<file path="config.mk">
export PLATFORM = sky130hd
export DESIGN_NAME = directory_entry_cache
export DESIGN_NICKNAME = d
export VERILOG_FILES = /design/src/rtl/dec_pkg.sv /design/src/rtl/entry_store.sv /design/src/rtl/directory_entry_cache.sv
export VERILOG_INCLUDE_DIRS = /design/src /design/src/rtl
export SDC_FILE = /design/constraint.sdc
export NUM_CORES = 2
export LEC_CHECK = 0
export BUFFER_PORTS_ARGS = -buffer_cell sky130_fd_sc_hd__buf_4
export CAP_MARGIN = 0
export CORE_MARGIN = 5
export CORE_UTILIZATION = 40
export CTS_BUF_LIST = sky130_fd_sc_hd__clkbuf_8
export DETAILED_ROUTE_END_ITERATION = 7
export GPL_TIMING_DRIVEN = 0
export PLACE_DENSITY_LB_ADDON = 0.3
export RECOVER_POWER = 25
export SLEW_MARGIN = 0
export SYNTH_ARGS = -nofsm -noshare
export SYNTH_HDL_FRONTEND = slang
export SYNTH_SLANG_ARGS = --single-unit
</file>
<file path="constraint.sdc">
create_clock -name clk_in -period 11.2 [get_ports clk_in]
set_clock_uncertainty 0.1 [all_clocks]
set_input_delay 1.68 -clock clk_in [delete_from_list [all_inputs] [get_ports clk_in]]
set_output_delay 1.68 -clock clk_in [all_outputs]
set_load 0.02 [all_outputs]
</file>
<file path="src/rtl/dec_map.svh">
// Offsets, field positions, reset values and widths of the directory entry cache
`ifndef DEC_MAP_SVH
`define DEC_MAP_SVH

// ----------------------------------------------------------------
// Register map
// ----------------------------------------------------------------
`define DEC_ADDR_W 8
`define DEC_CTRL_OFS 8'h00
`define DEC_STATUS_OFS 8'h04
`define DEC_HITS_OFS 8'h08
`define DEC_FILLS_OFS 8'h0C

// ----------------------------------------------------------------
// Control fields
// ----------------------------------------------------------------
`define DEC_CTRL_CM_BIT 0
`define DEC_CTRL_NXE_BIT 1
`define DEC_CTRL_STAGE_TWO_EXECUTE_ENABLE_BIT 2
`define DEC_CTRL_EXTENDED_ACCESSED_ENABLE_BIT 3
`define DEC_CTRL_FLUSH_BIT 4
`define DEC_CTRL_RESET 4'h0
`define DEC_ZERO_WORD 32'h0000_0000

// ----------------------------------------------------------------
// Entry geometry
// ----------------------------------------------------------------
`define DEC_TAG_LO 21
`define DEC_TAG_HI 47
`define DEC_HTRANS_NONSEQ 2'b10

`endif

</file>
<file path="src/rtl/dec_pkg.sv">
// Types used by the directory entry cache; its entry store sees them only as raw words
package dec_pkg;

    // ----------------------------------------------------------------
    // Walk kinds and fill sequencing
    // ----------------------------------------------------------------
    typedef enum logic [1:0] {
        WALK_FIRST,
        WALK_SECOND,
        WALK_NESTED
    } walk_t;

    typedef enum logic [1:0] {
        FILL_IDLE,
        FILL_ACCESS,
        FILL_WRITE
    } fill_state_t;

    // ----------------------------------------------------------------
    // One cached directory entry
    // ----------------------------------------------------------------
    typedef struct packed {
        logic [26:0] tag;
        walk_t walk;
        logic [15:0] domain;
        logic [19:0] pasid;
        logic [39:0] base;
        logic read;
        logic write;
        logic user;
        logic exec_disable;
        logic cache_disable;
        logic write_through;
    } entry_t;

endpackage : dec_pkg

</file>
<file path="src/rtl/entry_store.sv">
// Small entry memory with one write port and a registered read port
`timescale 1ns/1ps
module entry_store #(
    parameter int WIDTH = 8,
    parameter int DEPTH = 8,
    parameter int IDX_W = 3
) (
    // Clock and reset
    input wire logic clk_in,
    input wire logic rstn_in,
    // Write port
    input wire logic wr_en_in,
    input wire logic [IDX_W-1:0] wr_idx_in,
    input wire logic [WIDTH-1:0] wr_data_in,
    // Read port
    input wire logic rd_en_in,
    input wire logic [IDX_W-1:0] rd_idx_in,
    output logic [WIDTH-1:0] rd_data_out
);

    logic [WIDTH-1:0] mem [DEPTH];

    always_ff @(posedge clk_in) begin
        if (wr_en_in) begin
            mem[wr_idx_in] <= wr_data_in;
        end
    end

    // Old data on a same-cycle write; the cache tolerates stale reads
    always_ff @(posedge clk_in) begin
        if (!rstn_in) begin
            rd_data_out <= '0;
        end else if (rd_en_in) begin
            rd_data_out <= mem[rd_idx_in];
        end
    end

endmodule : entry_store

</file>
<file path="src/rtl/directory_entry_cache.sv">
// Directory-level paging-structure cache with an AHB-Lite control slave
`timescale 1ns/1ps
`include "dec_map.svh"
module directory_entry_cache #(
    parameter int ENTRIES = 8,
    parameter int IDX_W = 3,
    parameter int MAX_GUEST_ADDR_WIDTH = 48
) (
    // Clock and reset
    input wire logic clk_in,
    input wire logic rstn_in,
    // AHB-Lite slave
    input wire logic hsel_in,
    input wire logic [31:0] haddr_in,
    input wire logic [1:0] htrans_in,
    input wire logic hwrite_in,
    input wire logic [2:0] hsize_in,
    input wire logic [31:0] hwdata_in,
    input wire logic hready_in,
    output logic [31:0] hrdata_out,
    output logic hreadyout_out,
    output logic hresp_out,
    // Lookup request from the translation pipeline
    input wire logic lookup_valid_in,
    input wire logic [1:0] lookup_walk_in,
    input wire logic [47:0] lookup_addr_in,
    input wire logic [15:0] lookup_domain_in,
    input wire logic [19:0] lookup_pasid_in,
    // Lookup answer
    output logic lookup_done_out,
    output logic lookup_hit_out,
    output logic [39:0] lookup_base_out,
    output logic lookup_read_out,
    output logic lookup_write_out,
    output logic lookup_user_out,
    output logic lookup_exec_disable_out,
    output logic lookup_cache_disable_out,
    output logic lookup_write_through_out,
    // Walk result from the page walker
    input wire logic fill_valid_in,
    input wire logic [1:0] fill_walk_in,
    input wire logic [47:0] fill_addr_in,
    input wire logic [15:0] fill_domain_in,
    input wire logic [19:0] fill_pasid_in,
    input wire logic [39:0] fill_base_in,
    input wire logic fill_fault_in,
    input wire logic fill_maps_page_in,
    input wire logic [2:0] fill_present_in,
    input wire logic [2:0] fill_rsvd_zero_in,
    input wire logic [2:0] fill_read_in,
    input wire logic [2:0] fill_write_in,
    input wire logic [2:0] fill_user_in,
    input wire logic [2:0] fill_exec_disable_in,
    input wire logic [2:0] fill_exec_in,
    input wire logic fill_cache_disable_in,
    input wire logic fill_write_through_in,
    input wire logic [2:0] fill_accessed_in,
    input wire logic [2:0] fill_ext_accessed_in,
    input wire logic [2:0] fill_s2_read_in,
    input wire logic fill_s2_write_in,
    input wire logic fill_s2_exec_in,
    output logic fill_ready_out,
    // Accessed-flag update handshake with the walker
    output logic access_set_req_out,
    output logic [2:0] access_set_mask_out,
    output logic access_set_ext_out,
    input wire logic access_set_ack_in,
    input wire logic access_set_ok_in
);

    localparam int ENTRY_W = $bits(dec_pkg::entry_t);
    localparam logic [26:0] SL_TAG_MASK =
        27'((28'(1) << (MAX_GUEST_ADDR_WIDTH - `DEC_TAG_LO)) - 28'(1));

    // ----------------------------------------------------------------
    // Control registers
    // ----------------------------------------------------------------
    logic caching_mode;
    logic no_execute_enable;
    logic stage_two_execute_enable;
    logic extended_accessed_enable;
    logic flush;
    logic [31:0] hit_count;
    logic [31:0] fill_count;
    logic wr_pend;
    logic [7:0] wr_addr;

    dec_pkg::fill_state_t fill_state;
    dec_pkg::entry_t fill_entry;
    logic [ENTRIES-1:0] valid;
    logic lk_pend;

    // ----------------------------------------------------------------
    // Tag formation
    // ----------------------------------------------------------------
    function automatic logic [26:0] tag_of(input dec_pkg::walk_t w, input logic [47:0] a);
        logic [26:0] t;
        t = a[`DEC_TAG_HI:`DEC_TAG_LO];
        if (w == dec_pkg::WALK_SECOND) begin
            t = t & SL_TAG_MASK;
        end
        return t;
    endfunction : tag_of

    // ----------------------------------------------------------------
    // AHB-Lite slave, zero wait states
    // ----------------------------------------------------------------
    logic ahb_take;
    logic [7:0] ahb_ofs;
    assign ahb_take = hsel_in && hready_in && (htrans_in == `DEC_HTRANS_NONSEQ);
    assign ahb_ofs = haddr_in[`DEC_ADDR_W-1:0];

    always_ff @(posedge clk_in) begin
        hreadyout_out <= rstn_in;
        hresp_out <= 1'b0;
    end

    always_ff @(posedge clk_in) begin
        if (!rstn_in) begin
            wr_pend <= 1'b0;
            wr_addr <= '0;
        end else if (hready_in) begin
            wr_pend <= ahb_take && hwrite_in;
            wr_addr <= ahb_ofs;
        end
    end

    // Read data captured in the address phase so it leaves a flop
    always_ff @(posedge clk_in) begin
        if (!rstn_in) begin
            hrdata_out <= `DEC_ZERO_WORD;
        end else if (ahb_take && !hwrite_in) begin
            if (ahb_ofs == `DEC_CTRL_OFS) begin
                hrdata_out <= {28'h000_0000, extended_accessed_enable,
                               stage_two_execute_enable, no_execute_enable, caching_mode};
            end else if (ahb_ofs == `DEC_STATUS_OFS) begin
                hrdata_out <= {30'h0000_0000, lk_pend, fill_state != dec_pkg::FILL_IDLE};
            end else if (ahb_ofs == `DEC_HITS_OFS) begin
                hrdata_out <= hit_count;
            end else if (ahb_ofs == `DEC_FILLS_OFS) begin
                hrdata_out <= fill_count;
            end else begin
                hrdata_out <= `DEC_ZERO_WORD;
            end
        end
    end

    always_ff @(posedge clk_in) begin
        if (!rstn_in) begin
            {extended_accessed_enable, stage_two_execute_enable,
             no_execute_enable, caching_mode} <= `DEC_CTRL_RESET;
            flush <= 1'b0;
        end else begin
            flush <= 1'b0;
            if (wr_pend && wr_addr == `DEC_CTRL_OFS) begin
                caching_mode <= hwdata_in[`DEC_CTRL_CM_BIT];
                no_execute_enable <= hwdata_in[`DEC_CTRL_NXE_BIT];
                stage_two_execute_enable <= hwdata_in[`DEC_CTRL_STAGE_TWO_EXECUTE_ENABLE_BIT];
                extended_accessed_enable <= hwdata_in[`DEC_CTRL_EXTENDED_ACCESSED_ENABLE_BIT];
                flush <= hwdata_in[`DEC_CTRL_FLUSH_BIT];
            end
        end
    end

    // ----------------------------------------------------------------
    // Fill qualification and entry composition
    // ----------------------------------------------------------------
    dec_pkg::walk_t f_walk;
    dec_pkg::entry_t next_fill_entry;
    logic f_cond;
    logic f_allow;
    logic [2:0] f_need;
    logic f_nx;
    logic f_sx;

    assign f_walk = dec_pkg::walk_t'(fill_walk_in);
    assign f_nx = no_execute_enable && (|fill_exec_disable_in);
    assign f_sx = stage_two_execute_enable && !(&fill_exec_in);

    always_comb begin
        next_fill_entry = '0;
        next_fill_entry.tag = tag_of(f_walk, fill_addr_in);
        next_fill_entry.walk = f_walk;
        next_fill_entry.domain = fill_domain_in;
        next_fill_entry.base = fill_base_in;
        f_cond = 1'b0;
        case (f_walk)
            dec_pkg::WALK_FIRST: begin
                next_fill_entry.pasid = fill_pasid_in;
                next_fill_entry.read = 1'b1;
                next_fill_entry.write = &fill_write_in;
                next_fill_entry.user = &fill_user_in;
                next_fill_entry.exec_disable = f_nx;
                next_fill_entry.cache_disable = fill_cache_disable_in;
                next_fill_entry.write_through = fill_write_through_in;
                f_cond = (&fill_present_in) && (&fill_rsvd_zero_in);
            end
            dec_pkg::WALK_SECOND: begin
                next_fill_entry.read = &fill_read_in;
                next_fill_entry.write = &fill_write_in;
                next_fill_entry.user = 1'b1;
                next_fill_entry.exec_disable = f_sx;
                f_cond = (&(fill_read_in | fill_write_in)) && (&fill_rsvd_zero_in);
            end
            dec_pkg::WALK_NESTED: begin
                next_fill_entry.pasid = fill_pasid_in;
                next_fill_entry.read = 1'b1;
                next_fill_entry.write = (&fill_write_in) && fill_s2_write_in;
                next_fill_entry.user = &fill_user_in;
                next_fill_entry.exec_disable = f_nx || (stage_two_execute_enable
                    && !fill_s2_exec_in);
                next_fill_entry.cache_disable = fill_cache_disable_in;
                next_fill_entry.write_through = fill_write_through_in;
                f_cond = (&fill_present_in) && (&fill_rsvd_zero_in)
                         && (&fill_s2_read_in);
            end
        endcase
    end

    // Faulted walks only enter when caching mode is set, tagged as usual
    assign f_allow = !fill_maps_page_in
                     && ((f_cond && !fill_fault_in)
                         || (caching_mode && fill_fault_in));
    assign f_need = (f_walk == dec_pkg::WALK_SECOND) ? 3'b000 :
                    (~fill_accessed_in
                     | ({3{extended_accessed_enable}} & ~fill_ext_accessed_in));

    // ----------------------------------------------------------------
    // Fill sequencer
    // ----------------------------------------------------------------
    always_ff @(posedge clk_in) begin
        if (!rstn_in) begin
            fill_state <= dec_pkg::FILL_IDLE;
            fill_entry <= '0;
            fill_ready_out <= 1'b0;
            access_set_req_out <= 1'b0;
            access_set_mask_out <= 3'h0;
            access_set_ext_out <= 1'b0;
        end else begin
            case (fill_state)
                dec_pkg::FILL_IDLE: begin
                    fill_ready_out <= 1'b1;
                    if (fill_valid_in && fill_ready_out && f_allow) begin
                        fill_entry <= next_fill_entry;
                        fill_ready_out <= 1'b0;
                        if (|f_need && !fill_fault_in) begin
                            // Memory flags must be set before the entry appears
                            access_set_req_out <= 1'b1;
                            access_set_mask_out <= f_need;
                            access_set_ext_out <= extended_accessed_enable;
                            fill_state <= dec_pkg::FILL_ACCESS;
                        end else begin
                            fill_state <= dec_pkg::FILL_WRITE;
                        end
                    end
                end
                dec_pkg::FILL_ACCESS: begin
                    if (access_set_ack_in) begin
                        access_set_req_out <= 1'b0;
                        access_set_mask_out <= 3'h0;
                        access_set_ext_out <= 1'b0;
                        // A refused update, e.g. no stage-two write, drops the fill
                        if (access_set_ok_in) begin
                            fill_state <= dec_pkg::FILL_WRITE;
                        end else begin
                            fill_state <= dec_pkg::FILL_IDLE;
                        end
                    end
                end
                dec_pkg::FILL_WRITE: begin
                    fill_state <= dec_pkg::FILL_IDLE;
                end
                default: begin
                    fill_state <= dec_pkg::FILL_IDLE;
                end
            endcase
        end
    end

    logic fill_wr;
    logic [IDX_W-1:0] fill_idx;
    assign fill_wr = (fill_state == dec_pkg::FILL_WRITE);
    assign fill_idx = fill_entry.tag[IDX_W-1:0];

    always_ff @(posedge clk_in) begin
        if (!rstn_in) begin
            fill_count <= `DEC_ZERO_WORD;
        end else if (fill_wr) begin
            fill_count <= fill_count + 32'h0000_0001;
        end
    end

    // ----------------------------------------------------------------
    // Valid bits
    // ----------------------------------------------------------------
    // Flush drops everything; a fill in the same cycle still lands
    always_ff @(posedge clk_in) begin
        if (!rstn_in) begin
            valid <= '0;
        end else begin
            if (flush) begin
                valid <= '0;
            end
            if (fill_wr) begin
                valid[fill_idx] <= 1'b1;
            end
        end
    end

    // ----------------------------------------------------------------
    // Lookup pipeline
    // ----------------------------------------------------------------
    dec_pkg::walk_t lk_walk;
    logic [26:0] lk_tag;
    logic [15:0] lk_domain;
    logic [19:0] lk_pasid;
    logic [IDX_W-1:0] lk_idx;
    logic [26:0] req_tag;
    logic [ENTRY_W-1:0] rd_word;
    dec_pkg::entry_t rd_entry;
    logic lk_match;

    assign req_tag = tag_of(dec_pkg::walk_t'(lookup_walk_in), lookup_addr_in);
    assign rd_entry = dec_pkg::entry_t'(rd_word);

    always_ff @(posedge clk_in) begin
        if (!rstn_in) begin
            lk_pend <= 1'b0;
            lk_walk <= dec_pkg::WALK_FIRST;
            lk_tag <= '0;
            lk_domain <= '0;
            lk_pasid <= '0;
            lk_idx <= '0;
        end else begin
            lk_pend <= lookup_valid_in;
            if (lookup_valid_in) begin
                lk_walk <= dec_pkg::walk_t'(lookup_walk_in);
                lk_tag <= req_tag;
                lk_domain <= lookup_domain_in;
                lk_pasid <= lookup_pasid_in;
                lk_idx <= req_tag[IDX_W-1:0];
            end
        end
    end

    entry_store #(
        .WIDTH(ENTRY_W),
        .DEPTH(ENTRIES),
        .IDX_W(IDX_W)
    ) u_store (
        .clk_in(clk_in),
        .rstn_in(rstn_in),
        .wr_en_in(fill_wr),
        .wr_idx_in(fill_idx),
        .wr_data_in(fill_entry),
        .rd_en_in(lookup_valid_in),
        .rd_idx_in(req_tag[IDX_W-1:0]),
        .rd_data_out(rd_word)
    );

    // Second-level entries carry no PASID, so it is not compared
    assign lk_match = valid[lk_idx] && !flush
                      && rd_entry.tag == lk_tag
                      && rd_entry.walk == lk_walk
                      && rd_entry.domain == lk_domain
                      && (lk_walk == dec_pkg::WALK_SECOND
                          || rd_entry.pasid == lk_pasid);

    always_ff @(posedge clk_in) begin
        if (!rstn_in) begin
            lookup_done_out <= 1'b0;
            lookup_hit_out <= 1'b0;
            lookup_base_out <= '0;
            lookup_read_out <= 1'b0;
            lookup_write_out <= 1'b0;
            lookup_user_out <= 1'b0;
            lookup_exec_disable_out <= 1'b0;
            lookup_cache_disable_out <= 1'b0;
            lookup_write_through_out <= 1'b0;
        end else begin
            lookup_done_out <= lk_pend;
            lookup_hit_out <= lk_pend && lk_match;
            if (lk_pend && lk_match) begin
                lookup_base_out <= rd_entry.base;
                lookup_read_out <= rd_entry.read;
                lookup_write_out <= rd_entry.write;
                lookup_user_out <= rd_entry.user;
                lookup_exec_disable_out <= rd_entry.exec_disable;
                lookup_cache_disable_out <= rd_entry.cache_disable;
                lookup_write_through_out <= rd_entry.write_through;
            end
        end
    end

    always_ff @(posedge clk_in) begin
        if (!rstn_in) begin
            hit_count <= `DEC_ZERO_WORD;
        end else if (lk_pend && lk_match) begin
            hit_count <= hit_count + 32'h0000_0001;
        end
    end

endmodule : directory_entry_cache

</file>
==> flow_results.org <==
** Logic synthesis
- A synthesized cell averages 15.8 µm².
- Netlist Area Pre-Place :: 51,000 µm²
- For this run, the number of Yosys warnings is 0.
- After synthesis, the share of flip-flops with an asynchronous set or reset is 0.
- Count of unique library cells instantiated by Yosys :: 62
- Counting every instance in the synthesized netlist gives 3,227.
- Post-synthesis sequential area ratio :: 0.705
- Post-synth EDFFs :: 888
- The most used flip-flop cell after synthesis is sky130_fd_sc_hd__edfxtp_1.
- When the netlist entered floorplanning its net count stood at 3,555.
- Counting flops and latches in the post-synthesis netlist gives 1,351.

** Worst setup path
- Along the worst path, the maximum fanout reaches 10.
- At the worst endpoint, the arrival time is 5830 ps.
- Start-to-end type of the worst setup path :: in2reg
- The worst setup path is captured at a flip-flop.
- Data on the critical path is required at its endpoint by 11,910 ps.
- The worst setup path is launched from a primary input.

** Timing
- Counting I/O delays and the setup requirement, the final critical path takes 5120 ps.
- In the final timing run, aggregate negative setup slack is 0 ps.
- Worst hold margin :: 364 ps
- Timing would allow up to 0.196 GHz.
- The final hold violation count is 0.
- Setup violations remaining at the end of the flow were counted as 0.
- Slew Limit Fails :: 11
- Max-Slew Margin vs Limit :: -0.00776
- Worst Tran Pin Value :: 1510 ps
- Setup repair after global routing left no endpoint under its margin.
- Share of the clock period used by the worst path :: 0.457

** Floorplan
- In this run the horizontal extent of the chip is 367 µm.
- Die height :: 367 µm
- Die area :: 135,000 µm²
- Starting density of the core :: 0.401
- Standard cell core area :: 127,000 µm²
- The initialized floorplan defines 131 standard-cell rows.
- Count of pins on the block boundary :: 414

** CTS
- After clock tree synthesis, the setup repair step added 0 buffers.
- Clock insertion delay at the later pin of the skew report :: 910 ps
- H-Tree Level Count :: 4
- Number of hold-repair buffers added at the cts stage :: 0
- Number of buffers on the longest clock path :: 3
- Clock tree from TritonCTS :: yes
- Post_cts resized :: 0
- Clock Sink Count :: 1,351
- Number of buffers created by CTS :: 210
- Clock tree synthesis selected as its root buffer the cell sky130_fd_sc_hd__clkbuf_8.
- Clock-pin slew was measured on the worst setup and hold paths at 60 ps.

** Routing
- Total Wirelength :: 141,000 µm
- Count of antenna-violating nets left after detailed routing :: 0
- In the final routed layout, each cell accounts on average for 24.8 µm.
- In the routed design, unresolved DRC markers number 0.
- Routed via count divided by cell count :: 5.30
- Violation count after the first detailed-routing iteration :: 2,396
- The pre-antenna-repair detailed-routing pass consisted of 5 iterations.
- Summing over every cut layer, the via total after detailed routing is 30,200.

** Job
- Max-cap check violation count :: 1

** Power and ir drop
- The analysis attributes to cell leakage a power of 19.6 nW.
- Power spread over the standard cell area amounts to 160 nW/µm².
- VDD sags by at most 0.0987 mV.
- Power comes to 9.73 mW.

** Final layout
- From synthesis to final layout, the design area changed by 19.2%.
- For this run, the post-layout net count is 4,168.
- Core Util, Final :: 0.478
- For this run, the number of standard cells in the final layout without fillers is 5,692.
- Layout cells sized above 1 :: 0.238

** Placement
- Buffers placed on the I/O ports in this run total 311.
- Counting tap cells, the placed design contains a total of 5,290 instances.
- The wire-length estimate of the detail-placed layout is 99,400 µm.
- RD Place Congestion :: 0.850

** Worst hold path
- Worst hold path type :: reg2reg

** Global route
- GRT Resource Usage Total :: 0.206
- The first global-routing pass estimated 204,000 µm of wire.
- Vias in the first global route :: 30,200
- GRT Residual Overflow :: 0
- Number of antenna violations at the first check in global routing :: 14
- Largest net degree at the start of global routing :: 26

** Run status
- The flow ran to the end, but the final reports show violations.
- The final reports fail on max-capacitance violations, max-slew violations.
power by group:
part / internal, mW / switching (mW) / leakage (nW)
Clock: 2.06 / 1.92 / 2.47
Combinational: 0.162 / 0.247 / 7.20
Sequential: 5.29 / 0.0360 / 9.95
state kept, by name, indices dropped and copies added (netlist names), 2 cells and up:
register	count
lk_pasid	20
hrdata_out	32
u_store.rd_data_out	111
hit_count	32
lookup_base_out	40
lk_walk	2
wr_addr	8
lk_domain	16
access_set_mask_out	3
valid	8
fill_count	32
fill_entry	111
fill_state	2
lk_tag	27
u_store.mem	888
critical path, cell delays in order:
cell,delay (ps)
sky130_fd_sc_hd__buf_4,200
sky130_fd_sc_hd__inv_2,110
sky130_fd_sc_hd__nor3_1,70
sky130_fd_sc_hd__o21ai_1,700
sky130_fd_sc_hd__a21o_1,200
sky130_fd_sc_hd__clkbuf_1,990
sky130_fd_sc_hd__clkbuf_1,1090
sky130_fd_sc_hd__buf_1,460
sky130_fd_sc_hd__nand2_1,120
sky130_fd_sc_hd__a21oi_1,150
metrics by stage:
step	setup slack [ps]	area, µm²
after floorplan	1950	51000
after global placement	-7590	55400
after detailed placement	5150	56600
after CTS	6140	60800
after global routing	5930	60800
final	6080	60800
cell usage in the layout, fill, tap and decap left out, drive strengths merged, types with 10 or more instances in the layout:
| cell type | Yosys | routed |
|---|---|---|
| inv | 16 | 121 |
| nor2b | 10 | 10 |
| xnor2 | 22 | 22 |
| nand4 | 25 | 25 |
| xor2 | 79 | 79 |
| a21oi | 117 | 117 |
| clkinv | 0 | 47 |
| nor2 | 335 | 335 |
| clkbuf | 142 | 376 |
| dfxtp | 463 | 463 |
| nor4 | 28 | 28 |
| and3 | 14 | 14 |
| nand2 | 210 | 210 |
| a211oi | 112 | 112 |
| o21a | 15 | 15 |
| a22oi | 30 | 30 |
| a22o | 22 | 22 |
| mux2i | 238 | 238 |
| mux2 | 27 | 27 |
| mux4 | 226 | 226 |
| nand3 | 23 | 23 |
| o21ai | 16 | 16 |
| buf | 54 | 455 |
| nor3 | 22 | 22 |
| edfxtp | 888 | 888 |
layer usage:
layer,global-route usage,up-vias,part of all wire
met5,0,-,0.00045
met4,0.0536,10,0.022
met1,0.280,15300,0.42
li1,-,13600,-
met3,0.0489,190,0.076
met2,0.334,1031,0.48
synth_stat cells, types with 8 or more instances:
master                     number  area (µm²)
sky130_fd_sc_hd__a211oi_1     112         841
sky130_fd_sc_hd__a21oi_1      117         586
sky130_fd_sc_hd__a22o_1        22         193
sky130_fd_sc_hd__a22oi_1       30         225
sky130_fd_sc_hd__and2_1         8        50.1
sky130_fd_sc_hd__and3_1        14        87.6
sky130_fd_sc_hd__and4_1         8        70.1
sky130_fd_sc_hd__buf_1         46         173
sky130_fd_sc_hd__clkbuf_1     142         533
sky130_fd_sc_hd__dfxtp_1      463        9270
sky130_fd_sc_hd__edfxtp_1     888       26700
sky130_fd_sc_hd__inv_1         15        56.3
sky130_fd_sc_hd__mux2_2        27         304
sky130_fd_sc_hd__mux2i_1      238        2380
sky130_fd_sc_hd__mux4_2       226        5090
sky130_fd_sc_hd__nand2_1      210         788
sky130_fd_sc_hd__nand2b_1       8        50.1
sky130_fd_sc_hd__nand3_1       23         115
sky130_fd_sc_hd__nand4_1       25         156
sky130_fd_sc_hd__nor2_1       335        1260
sky130_fd_sc_hd__nor2b_1       10        62.6
sky130_fd_sc_hd__nor3_1        22         110
sky130_fd_sc_hd__nor4_1        25         156
sky130_fd_sc_hd__o21a_1        15         113
sky130_fd_sc_hd__o21ai_0       10        50.1
sky130_fd_sc_hd__or3_1          9        56.3
sky130_fd_sc_hd__xnor2_1       22         193
sky130_fd_sc_hd__xor2_1        79         692
layout make-up:
type	count	area [µm²]
buffer	196	776
inverter	16	60.1
sequential	1351	35900
fill	11000	66400
clock inverter	162	896
antenna	6	15.0
clock buffer	234	3220
multi-input combinational	1664	14300
timing repair buffer	401	3520
tap	1662	2080
final timing paths:
kind / startpoint / endpoint / slack, ps / cells after the start
worst max-delay path: fill_walk_in[0] / fill_entry[94]$_SDFFE_PN0P_ / 6080 / 10
worst min-delay path: access_set_req_out$_SDFFE_PN0P_ / access_set_req_out$_SDFFE_PN0P_ / 360 / 2
worst max register to register: fill_state[0]$_SDFFE_PN0P_ / fill_entry[57]$_SDFFE_PN0P_ / 7150 / 7
worst min register to register: access_set_req_out$_SDFFE_PN0P_ / access_set_req_out$_SDFFE_PN0P_ / 360 / 2
logic make-up after synthesis:
logic type                 share of synthesized area
DFF                                            0.705
and+or+nand+nor                               0.0633
muxes                                          0.153
AOI/OAI and AO/OA                             0.0451
buffers and inverters                         0.0163
xor gates and xnor gates                      0.0173
adders and majority gates                   0.000491
other                                      0.0000736
No activity file was read; power rests on OpenSTA's default activity.
